### config.mk
export PLATFORM = sky130hd
export DESIGN_NAME = port_phy_status_diag_regs
export DESIGN_NICKNAME = d
export VERILOG_FILES = /design/src/port_phy_status_diag_pkg.sv /design/src/port_phy_status_diag_regs.sv
export VERILOG_INCLUDE_DIRS = /design/src
export SDC_FILE = /design/constraint.sdc
export NUM_CORES = 1
export LEC_CHECK = 0
export BUFFER_PORTS_ARGS = -buffer_cell sky130_fd_sc_hd__buf_2
export CAP_MARGIN = 20
export CORE_UTILIZATION = 31
export DETAILED_ROUTE_END_ITERATION = 6
export HOLD_SLACK_MARGIN = 0.02
export PLACE_DENSITY = 0.5
export SETUP_SLACK_MARGIN = 0.2
export SYNTH_ARGS = -nofsm -noshare
export SYNTH_HDL_FRONTEND = slang
export SYNTH_SLANG_ARGS = --single-unit
### constraint.sdc
create_clock -name i_clock -period 11.2 [get_ports i_clock]
set_clock_uncertainty 0.1 [all_clocks]
set_input_delay 0 -clock i_clock [delete_from_list [all_inputs] [get_ports i_clock]]
set_output_delay 0 -clock i_clock [all_outputs]
set_load 0.01 [all_outputs]
### src/port_phy_status_diag_defines.svh
// port_phy_status_diag_defines.svh: addresses, field positions and reset values.
// assumes: included by bare name into the package and the register bank.
`ifndef PORT_PHY_STATUS_DIAG_DEFINES_SVH
`define PORT_PHY_STATUS_DIAG_DEFINES_SVH

// ----------------------------------------------------------------------------
// bank bases (byte addresses) and register indices (byte address = base + 4*index)
// ----------------------------------------------------------------------------
`define ADDR_W 12
`define PORT1_STATUS_BANK_BASE 12'h000
`define PORT2_CTRL_BANK_BASE 12'h040
`define PORT2_PHY_BANK_BASE 12'h080
`define PORT1_LINK_STATUS_IDX 4'h4
`define PORT2_CONTROL_ONE_IDX 4'h0
`define PORT2_CONTROL_TWO_IDX 4'h2
`define PORT2_VLAN_ID_CONTROL_IDX 4'h4
`define PORT2_CONTROL_THREE_IDX 4'h6
`define PORT2_INGRESS_RATE_IDX 4'h8
`define PORT2_EGRESS_RATE_IDX 4'ha
`define PORT2_PHY_SPECIAL_DIAG_IDX 4'h0

// ----------------------------------------------------------------------------
// field positions
// ----------------------------------------------------------------------------
`define P1_CROSSOVER_SEL_BIT 15
`define P1_POLARITY_BIT 13
`define P1_RX_PAUSE_BIT 12
`define P1_TX_PAUSE_BIT 11
`define P1_SPEED_BIT 10
`define P1_DUPLEX_BIT 9
`define P1_MDIX_BIT 7
`define P1_NEG_DONE_BIT 6
`define P1_LINK_GOOD_BIT 5
`define P1_PARTNER_MSB 4
`define P2_SHORT_NEAR_BIT 15
`define P2_RESULT_MSB 14
`define P2_RESULT_LSB 13
`define P2_DIAG_START_BIT 12
`define P2_LINK_PASS_BIT 11
`define P2_PWRSAVE_DIS_BIT 10
`define P2_NEAR_LOOP_BIT 9
`define P2_FAULT_MSB 8

// ----------------------------------------------------------------------------
// reset values and bus answers
// ----------------------------------------------------------------------------
`define RST_CROSSOVER_SEL 1'h1
`define RST_PWRSAVE_DIS 1'h1
`define RST_PORT2_CTRL 16'h0000
`define RESP_OKAY 2'h0
`define RESP_DECERR 2'h3

`endif

### src/port_phy_status_diag_pkg.sv
// port_phy_status_diag_pkg.sv: types shared by the register bank and its users.
// assumes: the defines header sits in the include path.
`include "port_phy_status_diag_defines.svh"

package port_phy_status_diag_pkg;

	// live port 1 status from the phy and mac, same clock
	typedef struct packed {
		logic polarity_reversed;
		logic rx_pause_active;
		logic tx_pause_active;
		logic speed_100;
		logic duplex_full;
		logic mdi_mode;
		logic negotiation_complete;
		logic link_good;
		logic [4:0] partner_ability;
	} phy_status_t;

	// cable test outcome, valid with i_diag_done
	typedef struct packed {
		logic cable_short_near;
		logic [1:0] outcome;
		logic [8:0] fault_count;
	} diag_result_t;

	typedef enum logic [1:0] {
		KIND_NONE = 2'b00,
		KIND_P1_STATUS = 2'b01,
		KIND_P2_CTRL = 2'b10,
		KIND_P2_PHY = 2'b11
	} reg_kind_t;

	typedef struct packed {
		reg_kind_t kind;
		logic [2:0] slot;
	} reg_dec_t;

	typedef enum logic [0:0] {
		DIAG_IDLE = 1'b0,
		DIAG_RUN = 1'b1
	} diag_state_t;

	// whole state of the register bank
	typedef struct packed {
		logic aw_have;
		logic [`ADDR_W-1:0] aw_addr;
		logic w_have;
		logic [31:0] w_data;
		logic [3:0] w_strb;
		logic bvalid;
		logic [1:0] bresp;
		logic rvalid;
		logic [31:0] rdata;
		logic [1:0] rresp;
		logic crossover_flavour_sel;
		logic [5:0][15:0] port2_ctrl;
		logic link_pass_override;
		logic pwrsave_disable;
		logic near_loopback;
		diag_state_t diag_state;
		logic diag_start_pulse;
		diag_result_t diag_result;
	} bank_state_t;

endpackage

### src/port_phy_status_diag_regs.sv
// port_phy_status_diag_regs.sv: port 1 status and port 2 control/phy special registers.
// assumes: axi4-lite master on i_clock; phy status and cable test logic on the same clock.
//
// Function
// - read-write bit 15 picks crossover algorithm
// - bit 13 reports receive polarity reversed
// - bit 12 shows receive pause active
// - bit 11 shows transmit pause active
// - bit 10 reports 100 or 10 speed
// - bit 9 reports full or half duplex
// - bits 4..0 show partner abilities
// - port 2 control registers at 0x00..0x0a
// - bits 14..13 hold cable test outcome
// - bit 15 flags short under 10 metres
// - writing 1 starts test, self clears
// - bit 11 forces link pass state
// - bit 10 disables power saving, default 1
// - bit 9 loops port 2 line back
// - bits 8..0 hold fault distance count
`include "port_phy_status_diag_defines.svh"

module port_phy_status_diag_regs (
	input wire logic i_clock,
	input wire logic i_rst,
	input wire logic [`ADDR_W-1:0] i_s_axi_awaddr,
	input wire logic [2:0] i_s_axi_awprot,
	input wire logic i_s_axi_awvalid,
	output logic o_s_axi_awready,
	input wire logic [31:0] i_s_axi_wdata,
	input wire logic [3:0] i_s_axi_wstrb,
	input wire logic i_s_axi_wvalid,
	output logic o_s_axi_wready,
	output logic [1:0] o_s_axi_bresp,
	output logic o_s_axi_bvalid,
	input wire logic i_s_axi_bready,
	input wire logic [`ADDR_W-1:0] i_s_axi_araddr,
	input wire logic [2:0] i_s_axi_arprot,
	input wire logic i_s_axi_arvalid,
	output logic o_s_axi_arready,
	output logic [31:0] o_s_axi_rdata,
	output logic [1:0] o_s_axi_rresp,
	output logic o_s_axi_rvalid,
	input wire logic i_s_axi_rready,
	input wire port_phy_status_diag_pkg::phy_status_t i_phy_status,
	input wire logic i_diag_done,
	input wire port_phy_status_diag_pkg::diag_result_t i_diag_result,
	output logic o_crossover_flavour_sel,
	output logic [5:0][15:0] o_port2_ctrl,
	output logic o_diag_start,
	output logic o_link_pass_override,
	output logic o_pwrsave_disable,
	output logic o_near_loopback
);

	// ------------------------------------------------------------------------
	// state and decode
	// ------------------------------------------------------------------------
	port_phy_status_diag_pkg::bank_state_t st_ff;
	port_phy_status_diag_pkg::bank_state_t nxt_st;
	port_phy_status_diag_pkg::reg_dec_t wr_dec;
	port_phy_status_diag_pkg::reg_dec_t rd_dec;
	logic wr_fire;
	logic rd_fire;

	// one decoder for both channels so reads and writes never disagree on the map
	function automatic port_phy_status_diag_pkg::reg_dec_t decode(
		input logic [`ADDR_W-1:0] addr
	);
		port_phy_status_diag_pkg::reg_dec_t d;
		logic [`ADDR_W-1:0] base;
		logic [3:0] word;
		d.kind = port_phy_status_diag_pkg::KIND_NONE;
		d.slot = 3'h0;
		base = {addr[`ADDR_W-1:6], 6'h00};
		word = addr[5:2];
		if (base == `PORT1_STATUS_BANK_BASE && word == `PORT1_LINK_STATUS_IDX) begin
			d.kind = port_phy_status_diag_pkg::KIND_P1_STATUS;
		end else if (base == `PORT2_CTRL_BANK_BASE && !word[0] &&
				word <= `PORT2_EGRESS_RATE_IDX) begin
			d.kind = port_phy_status_diag_pkg::KIND_P2_CTRL;
			d.slot = word[3:1];
		end else if (base == `PORT2_PHY_BANK_BASE && word == `PORT2_PHY_SPECIAL_DIAG_IDX) begin
			d.kind = port_phy_status_diag_pkg::KIND_P2_PHY;
		end
		return d;
	endfunction

	// merges 16-bit write data under the two low byte strobes
	function automatic logic [15:0] merge16(
		input logic [15:0] old,
		input logic [31:0] data,
		input logic [3:0] strb
	);
		logic [15:0] r;
		r = old;
		if (strb[0]) begin
			r[7:0] = data[7:0];
		end
		if (strb[1]) begin
			r[15:8] = data[15:8];
		end
		return r;
	endfunction

	// ------------------------------------------------------------------------
	// read image
	// ------------------------------------------------------------------------
	function automatic logic [15:0] status_word(
		input port_phy_status_diag_pkg::bank_state_t s,
		input port_phy_status_diag_pkg::phy_status_t p
	);
		logic [15:0] v;
		v = 16'h0000; // reserved bits 14 and 8 stay zero
		v[`P1_CROSSOVER_SEL_BIT] = s.crossover_flavour_sel;
		v[`P1_POLARITY_BIT] = p.polarity_reversed;
		v[`P1_RX_PAUSE_BIT] = p.rx_pause_active;
		v[`P1_TX_PAUSE_BIT] = p.tx_pause_active;
		v[`P1_SPEED_BIT] = p.speed_100;
		v[`P1_DUPLEX_BIT] = p.duplex_full;
		v[`P1_MDIX_BIT] = p.mdi_mode;
		v[`P1_NEG_DONE_BIT] = p.negotiation_complete;
		v[`P1_LINK_GOOD_BIT] = p.link_good;
		v[`P1_PARTNER_MSB:0] = p.partner_ability;
		return v;
	endfunction

	function automatic logic [15:0] phy_word(
		input port_phy_status_diag_pkg::bank_state_t s
	);
		logic [15:0] v;
		v = 16'h0000;
		v[`P2_SHORT_NEAR_BIT] = s.diag_result.cable_short_near;
		v[`P2_RESULT_MSB:`P2_RESULT_LSB] = s.diag_result.outcome;
		v[`P2_DIAG_START_BIT] = (s.diag_state == port_phy_status_diag_pkg::DIAG_RUN);
		v[`P2_LINK_PASS_BIT] = s.link_pass_override;
		v[`P2_PWRSAVE_DIS_BIT] = s.pwrsave_disable;
		v[`P2_NEAR_LOOP_BIT] = s.near_loopback;
		v[`P2_FAULT_MSB:0] = s.diag_result.fault_count;
		return v;
	endfunction

	// ------------------------------------------------------------------------
	// bus handshakes
	// ------------------------------------------------------------------------
	// address and data channels close while a response is pending: one write at a time
	assign o_s_axi_awready = !st_ff.aw_have && !st_ff.bvalid;
	assign o_s_axi_wready = !st_ff.w_have && !st_ff.bvalid;
	assign o_s_axi_arready = !st_ff.rvalid;
	assign wr_fire = st_ff.aw_have && st_ff.w_have && !st_ff.bvalid;
	assign rd_fire = i_s_axi_arvalid && o_s_axi_arready;
	assign wr_dec = decode(st_ff.aw_addr);
	assign rd_dec = decode(i_s_axi_araddr);

	// ------------------------------------------------------------------------
	// next state
	// ------------------------------------------------------------------------
	always_comb begin
		nxt_st = st_ff;
		nxt_st.diag_start_pulse = 1'b0;
		// write address and data captured independently, in either order
		if (i_s_axi_awvalid && o_s_axi_awready) begin
			nxt_st.aw_have = 1'b1;
			nxt_st.aw_addr = i_s_axi_awaddr;
		end
		if (i_s_axi_wvalid && o_s_axi_wready) begin
			nxt_st.w_have = 1'b1;
			nxt_st.w_data = i_s_axi_wdata;
			nxt_st.w_strb = i_s_axi_wstrb;
		end
		if (st_ff.bvalid && i_s_axi_bready) begin
			nxt_st.bvalid = 1'b0;
		end
		// cable test: completion latches the outcome and clears the start bit
		case (st_ff.diag_state)
			port_phy_status_diag_pkg::DIAG_IDLE: begin
				nxt_st.diag_state = port_phy_status_diag_pkg::DIAG_IDLE;
			end
			port_phy_status_diag_pkg::DIAG_RUN: begin
				if (i_diag_done) begin
					nxt_st.diag_state = port_phy_status_diag_pkg::DIAG_IDLE;
					nxt_st.diag_result = i_diag_result;
				end
			end
			default: begin
				nxt_st.diag_state = port_phy_status_diag_pkg::DIAG_IDLE;
			end
		endcase
		// register write; comes after completion so a new start wins over the clear
		if (wr_fire) begin
			nxt_st.aw_have = 1'b0;
			nxt_st.w_have = 1'b0;
			nxt_st.bvalid = 1'b1;
			nxt_st.bresp = `RESP_OKAY;
			if (wr_dec.kind == port_phy_status_diag_pkg::KIND_P1_STATUS) begin
				// only the crossover select is writable, status bits ignore writes
				if (st_ff.w_strb[1]) begin
					nxt_st.crossover_flavour_sel = st_ff.w_data[`P1_CROSSOVER_SEL_BIT];
				end
			end else if (wr_dec.kind == port_phy_status_diag_pkg::KIND_P2_CTRL) begin
				nxt_st.port2_ctrl[wr_dec.slot] = merge16(st_ff.port2_ctrl[wr_dec.slot],
					st_ff.w_data, st_ff.w_strb);
			end else if (wr_dec.kind == port_phy_status_diag_pkg::KIND_P2_PHY) begin
				if (st_ff.w_strb[1]) begin
					nxt_st.link_pass_override = st_ff.w_data[`P2_LINK_PASS_BIT];
					nxt_st.pwrsave_disable = st_ff.w_data[`P2_PWRSAVE_DIS_BIT];
					nxt_st.near_loopback = st_ff.w_data[`P2_NEAR_LOOP_BIT];
					// writing 0 to the start bit cannot abort a running test
					if (st_ff.w_data[`P2_DIAG_START_BIT]) begin
						nxt_st.diag_state = port_phy_status_diag_pkg::DIAG_RUN;
						nxt_st.diag_start_pulse = 1'b1;
					end
				end
			end else begin
				nxt_st.bresp = `RESP_DECERR;
			end
		end
		// read channel; status is sampled at the address handshake
		if (st_ff.rvalid && i_s_axi_rready) begin
			nxt_st.rvalid = 1'b0;
		end
		if (rd_fire) begin
			nxt_st.rvalid = 1'b1;
			nxt_st.rresp = `RESP_OKAY;
			nxt_st.rdata = 32'h0000_0000;
			if (rd_dec.kind == port_phy_status_diag_pkg::KIND_P1_STATUS) begin
				nxt_st.rdata = {16'h0000, status_word(st_ff, i_phy_status)};
			end else if (rd_dec.kind == port_phy_status_diag_pkg::KIND_P2_CTRL) begin
				nxt_st.rdata = {16'h0000, st_ff.port2_ctrl[rd_dec.slot]};
			end else if (rd_dec.kind == port_phy_status_diag_pkg::KIND_P2_PHY) begin
				nxt_st.rdata = {16'h0000, phy_word(st_ff)};
			end else begin
				nxt_st.rresp = `RESP_DECERR;
			end
		end
	end

	// ------------------------------------------------------------------------
	// state register
	// ------------------------------------------------------------------------
	always_ff @(posedge i_clock or posedge i_rst) begin
		if (i_rst) begin
			st_ff <= '0;
			st_ff.crossover_flavour_sel <= `RST_CROSSOVER_SEL;
			st_ff.pwrsave_disable <= `RST_PWRSAVE_DIS;
			st_ff.port2_ctrl <= {6{`RST_PORT2_CTRL}};
			st_ff.diag_state <= port_phy_status_diag_pkg::DIAG_IDLE;
		end else begin
			st_ff <= nxt_st;
		end
	end

	// outputs straight from flip-flops
	assign o_s_axi_bvalid = st_ff.bvalid;
	assign o_s_axi_bresp = st_ff.bresp;
	assign o_s_axi_rvalid = st_ff.rvalid;
	assign o_s_axi_rdata = st_ff.rdata;
	assign o_s_axi_rresp = st_ff.rresp;
	assign o_crossover_flavour_sel = st_ff.crossover_flavour_sel;
	assign o_port2_ctrl = st_ff.port2_ctrl;
	assign o_diag_start = st_ff.diag_start_pulse;
	assign o_link_pass_override = st_ff.link_pass_override;
	assign o_pwrsave_disable = st_ff.pwrsave_disable;
	assign o_near_loopback = st_ff.near_loopback;

	// ------------------------------------------------------------------------
	// checks
	// ------------------------------------------------------------------------
	// helpers: which register a write or read hits
	logic wr_p1;
	logic wr_p2c;
	logic wr_phy_hi;
	logic rd_p1;
	logic rd_phy;
	assign wr_p1 = wr_fire && wr_dec.kind == port_phy_status_diag_pkg::KIND_P1_STATUS;
	assign wr_p2c = wr_fire && wr_dec.kind == port_phy_status_diag_pkg::KIND_P2_CTRL;
	assign wr_phy_hi = wr_fire && wr_dec.kind == port_phy_status_diag_pkg::KIND_P2_PHY &&
		st_ff.w_strb[1];
	assign rd_p1 = rd_fire && rd_dec.kind == port_phy_status_diag_pkg::KIND_P1_STATUS;
	assign rd_phy = rd_fire && rd_dec.kind == port_phy_status_diag_pkg::KIND_P2_PHY;

	property p_crossover_write;
		@(posedge i_clock) disable iff (i_rst)
		(wr_p1 && st_ff.w_strb[1]) |=>
			o_crossover_flavour_sel == $past(st_ff.w_data[15]) && o_s_axi_bvalid;
	endproperty
	a_crossover_write: assert property (p_crossover_write)
		else $error("crossover select not taken from write");

	property p_polarity_read;
		@(posedge i_clock) disable iff (i_rst)
		rd_p1 |=> o_s_axi_rvalid && o_s_axi_rdata[13] == $past(i_phy_status.polarity_reversed);
	endproperty
	a_polarity_read: assert property (p_polarity_read)
		else $error("polarity bit wrong on read");

	property p_rx_pause_read;
		@(posedge i_clock) disable iff (i_rst)
		rd_p1 |=> o_s_axi_rdata[12] == $past(i_phy_status.rx_pause_active);
	endproperty
	a_rx_pause_read: assert property (p_rx_pause_read)
		else $error("receive pause bit wrong");

	property p_tx_pause_read;
		@(posedge i_clock) disable iff (i_rst)
		rd_p1 |=> o_s_axi_rdata[11] == $past(i_phy_status.tx_pause_active);
	endproperty
	a_tx_pause_read: assert property (p_tx_pause_read)
		else $error("transmit pause bit wrong");

	property p_speed_read;
		@(posedge i_clock) disable iff (i_rst)
		rd_p1 |=> o_s_axi_rdata[10] == $past(i_phy_status.speed_100);
	endproperty
	a_speed_read: assert property (p_speed_read)
		else $error("speed bit wrong");

	property p_duplex_read;
		@(posedge i_clock) disable iff (i_rst)
		rd_p1 |=> o_s_axi_rdata[9] == $past(i_phy_status.duplex_full);
	endproperty
	a_duplex_read: assert property (p_duplex_read)
		else $error("duplex bit wrong");

	property p_partner_read;
		@(posedge i_clock) disable iff (i_rst)
		rd_p1 |=> o_s_axi_rdata[4:0] == $past(i_phy_status.partner_ability);
	endproperty
	a_partner_read: assert property (p_partner_read)
		else $error("partner ability bits wrong");

	property p_port2_ctrl_write;
		@(posedge i_clock) disable iff (i_rst)
		(wr_p2c && st_ff.w_strb[1:0] == 2'b11) |=>
			o_port2_ctrl[$past(wr_dec.slot)] == $past(st_ff.w_data[15:0]);
	endproperty
	a_port2_ctrl_write: assert property (p_port2_ctrl_write)
		else $error("port 2 control word not stored");

	property p_outcome_latch;
		@(posedge i_clock) disable iff (i_rst)
		(st_ff.diag_state == port_phy_status_diag_pkg::DIAG_RUN && i_diag_done) |=>
			st_ff.diag_result.outcome == $past(i_diag_result.outcome);
	endproperty
	a_outcome_latch: assert property (p_outcome_latch)
		else $error("cable test outcome not latched");

	property p_short_read;
		@(posedge i_clock) disable iff (i_rst)
		rd_phy |=> o_s_axi_rdata[15] == $past(st_ff.diag_result.cable_short_near) &&
			o_s_axi_rdata[14:13] == $past(st_ff.diag_result.outcome);
	endproperty
	a_short_read: assert property (p_short_read)
		else $error("short flag or outcome wrong on read");

	property p_start_clears;
		@(posedge i_clock) disable iff (i_rst)
		(wr_phy_hi && st_ff.w_data[12]) |=>
			o_diag_start ##1 !o_diag_start ##0
			(st_ff.diag_state == port_phy_status_diag_pkg::DIAG_RUN || $past(i_diag_done));
	endproperty
	a_start_clears: assert property (p_start_clears)
		else $error("start bit did not launch a single test pulse");

	property p_done_idles;
		@(posedge i_clock) disable iff (i_rst)
		(st_ff.diag_state == port_phy_status_diag_pkg::DIAG_RUN && i_diag_done && !wr_phy_hi) |=>
			st_ff.diag_state == port_phy_status_diag_pkg::DIAG_IDLE;
	endproperty
	a_done_idles: assert property (p_done_idles)
		else $error("start bit not self cleared on completion");

	property p_link_pass;
		@(posedge i_clock) disable iff (i_rst)
		wr_phy_hi |=> o_link_pass_override == $past(st_ff.w_data[11]);
	endproperty
	a_link_pass: assert property (p_link_pass)
		else $error("link pass override not following write");

	property p_pwrsave;
		@(posedge i_clock) disable iff (i_rst)
		wr_phy_hi |=> o_pwrsave_disable == $past(st_ff.w_data[10]);
	endproperty
	a_pwrsave: assert property (p_pwrsave)
		else $error("power save disable not following write");

	property p_loopback;
		@(posedge i_clock) disable iff (i_rst)
		wr_phy_hi |=> o_near_loopback == $past(st_ff.w_data[9]);
	endproperty
	a_loopback: assert property (p_loopback)
		else $error("near loopback not following write");

	property p_fault_count;
		@(posedge i_clock) disable iff (i_rst)
		(st_ff.diag_state == port_phy_status_diag_pkg::DIAG_RUN && i_diag_done) |=>
			st_ff.diag_result.fault_count == $past(i_diag_result.fault_count);
	endproperty
	a_fault_count: assert property (p_fault_count)
		else $error("fault count not latched");

	property p_negotiation_link;
		@(posedge i_clock) disable iff (i_rst)
		rd_p1 |=> o_s_axi_rdata[6] == $past(i_phy_status.negotiation_complete) &&
			o_s_axi_rdata[5] == $past(i_phy_status.link_good);
	endproperty
	a_negotiation_link: assert property (p_negotiation_link)
		else $error("negotiation or link bit wrong");

	property p_reserved_zero;
		@(posedge i_clock) disable iff (i_rst)
		rd_p1 |=> o_s_axi_rdata[14] == 1'b0 && o_s_axi_rdata[8] == 1'b0 &&
			o_s_axi_rdata[31:16] == 16'h0000;
	endproperty
	a_reserved_zero: assert property (p_reserved_zero)
		else $error("reserved status bits not zero");

endmodule

==> results_dict.tcl <==
set metrics [dict create \
    status "completed" \
    vias 7594 \
    cts.sinks 164 \
    r2r-start "st_ff[199]" \
    syn2layout_area_growth_pct 17.8 \
    cts_root_buf "clkbuf_16" \
    synth.avg_cell_area_um2 9.88 \
    ys_seq_area_share_pct 42.6 \
    synth.area.top_cells "dfrtp_1, buf_4, mux2_2" \
    numPortBuffers 196 \
    core_um2 30600 \
    grt.overflow.total 0 \
    post-place-cells 1404 \
    gp_congestion 0.807 \
    synth-async-reset-ratio_pct 100 \
    netlist_area_um2 9650 \
    path_cells "nor4_4 -> buf_4 -> and2_4 -> o21ai_0 -> ha_1 -> nor4b_1 -> nand4_2 -> o21ai_0" \
    antennaDiodeCount 0 \
    fmax_mhz 244 \
    hold_slack_ns 0.0791 \
    yosys.area.top_type "dfrtp_1" \
    max-slew-margin-rel_pct 31.3 \
    ctsLongestPathBuffers 2 \
    drv_cap 0 \
    yosysWarnings 0 \
    dpl.hpwl_um 20800 \
    power_density_nw_per_um2 185 \
    path_common_cell "o21ai_0" \
    p_leak_uw 0.00527 \
    cts_tree "yes" \
    final_net_count 1209 \
    cts_htree_levels 4 \
    fin_area_um2 11400 \
    yosys_register_bits 164 \
    synth.distinct_cells 67 \
    dieArea_um2 31800 \
    crit_slowest_cell "nand4_2" \
    utilization_pct 37.2 \
    cp-endpoint "o_port2_ctrl[74]" \
    fin_crit_sh_pct 36.5 \
    grt_max_degree 100 \
    maxSlewViolCount 0 \
    required_ns 11.43 \
    hold_violations 0 \
    die_w_um 178 \
    max-vdd-ir-drop_mv 0.0989 \
    wl_per_cell_um 20.4 \
    rows 64 \
    clk_latency_ns 0.44 \
    drc_errors 0 \
    ioPinCount 241 \
    finalWirelength_um 30800 \
    drive_gt1_share_pct 30.9 \
    whs_path_depth 3 \
    hold_class "in2reg" \
    seq_area_um2 4110 \
    grt_pass1_wl_um 46400 \
    grt_pass1_vias 7434 \
    ys.flop_type "dfrtp_1" \
    crit_path_start "st_ff[199]" \
    grt_util_all_layers_pct 19.8 \
    cts.clk_slew.worst_paths_ns 0.07 \
    die_h_um 178 \
    reg2reg_depth 8 \
    synth_top_area_share_pct 42.0 \
    critPathMaxStageDelay_ns 0.86 \
    setup_tns_ns 0 \
    cp_max_fo 32 \
    stdcell_count 1514 \
    fin_crit_ns 4.09 \
    crit_path_start_kind "flop" \
    ant_nets 0 \
    drt_iter0_markers 404 \
    tightestPinTransition_ns 1.03 \
    start_util_pct 31.5 \
    rsz0062_at_grt "no" \
    fillers 3097 \
    syn_inst 977 \
    antenna_found_initial 0 \
    cts_made_buffers 17 \
    postPlaceCellArea_um2 10000 \
    finalSetupViolCount 0 \
    rrSetupSlack_ns 7.11 \
    min-delay-start "i_s_axi_awvalid" \
    cp-end-kind "flop" \
    worstSetupPathType "reg2reg" \
    worstPathArrival_ns 4.32 \
    drtPass1Iterations 5 \
    multi_input_area_um2 4280 \
    viasPerCell 5.02 \
    r2r-end "o_port2_ctrl[74]" \
    synth_edf_count 0 \
]
[worst max-delay path: cells and delay by family, from the launching register on]
kind / cells / cell delay (ns)
buf+inv: 1 / 0.35
fa+ha+maj: 1 / 0.30
compound gates: 2 / 0.71
simple gates: 4 / 2.10
flops: 1 / 0.41
[synth_stat cells (3+ instances only)]
library cell,n
nor2b_1,20
and2_1,15
nor2_1,55
clkbuf_1,28
a22o_1,16
a221o_1,12
a21oi_1,64
buf_2,24
buf_6,6
o21ai_0,50
nor4b_1,3
o22ai_1,13
a32oi_1,18
nor3_2,12
nand2_1,92
buf_4,135
a221oi_1,12
dfrtp_1,162
mux2_2,62
o21ai_1,25
a211oi_1,14
mux2i_1,43
ha_1,4
nor3_4,5
nand2b_1,4
inv_1,7
nor3_1,17
nand3_1,5
[flip-flops by register name (all words and copies together) (netlist names)]
| signal | count |
|---|---|
| o_s_axi_rresp | 1 |
| o_s_axi_rvalid | 1 |
| o_s_axi_bresp | 1 |
| o_s_axi_bvalid | 1 |
| st_ff | 43 |
| o_near_loopback | 1 |
| o_diag_start | 1 |
| o_pwrsave_disable | 1 |
| o_port2_ctrl | 96 |
| o_link_pass_override | 1 |
| o_crossover_flavour_sel | 1 |
| o_s_axi_rdata | 16 |
[final cells by class]
| type | count | share of cell area, % |
|---|---|---|
| inverters | 8 | 0.308 |
| clock buffers | 19 | 3.99 |
| multi-input cells | 624 | 37.6 |
| flip-flops and latches | 164 | 36.1 |
| repair buffers | 291 | 16.7 |
| clock inverters | 12 | 0.848 |
| well taps | 396 | 4.36 |
[cells in the final DEF (no fill, tap or decap), types with 13 or more instances in the layout]
cell type      instances
buf_2                196
dfrtp_1              161
nand2_1               92
dlygate4sd3_1         79
a21oi_1               64
mux2_2                62
nor2_1                55
o21ai_0               50
mux2i_1               43
o21ai_1               24
nor2b_1               19
a32oi_1               18
clkbuf_16             17
nor3_1                16
a22o_1                16
conb_1                16
and2_1                15
buf_4                 15
a211oi_1              14
o22ai_1               13
nor3_2                13
[worst min path at each step]
stage,endpoint,slack (ns)
4_1_cts,st_ff[191],0.09
2_1_floorplan,o_s_axi_bvalid,-0.004
3_3_place_gp,o_s_axi_bvalid,0.09
5_1_grt,st_ff[191],0.13
3_5_place_dp,o_s_axi_bvalid,0.09
6_report,st_ff[191],0.08
[power breakdown]
part	switching, µW	internal [µW]
registers	132	685
clock network	264	299
logic	421	302
[metal layers]
| metal | track usage [%] | share of wire (%) | wire (µm) |
|---|---|---|---|
| met3 | 4.20 | 6.9 | 2120 |
| met1 | 26.8 | 46 | 14000 |
| met5 | 0 | 0 | 0 |
| met4 | 5.83 | 1.9 | 572 |
| met2 | 31.5 | 46 | 14100 |
[through the flow]
step | power [µW] | worst slack [ns]
2_1_floorplan | 1340 | 6.67
4_1_cts | 2120 | 7.07
5_1_grt | 2220 | 6.70
3_3_place_gp | 1510 | 7.19
3_5_place_dp | 1530 | 7.09
6_report | 2100 | 7.11
[kinds of logic after synthesis]
kind of cell | count (synthesis) | share of synthesized area [%]
compound gates | 243 | 16.3
mux | 106 | 11.9
fa+ha+maj | 4 | 0.519
other cells | 1 | 0.0389
flops | 164 | 42.6
buf+inv | 204 | 14.0
xor+xnor | 1 | 0.0908
simple gates | 254 | 14.6
[timing repair]
item,4_1_cts,5_1_grt
hold buffers,79,0
hold endpoints to repair,157,0
gates resized for setup,0,0
buffers inserted,0,0
No activity file was read; power rests on OpenSTA's default activity.
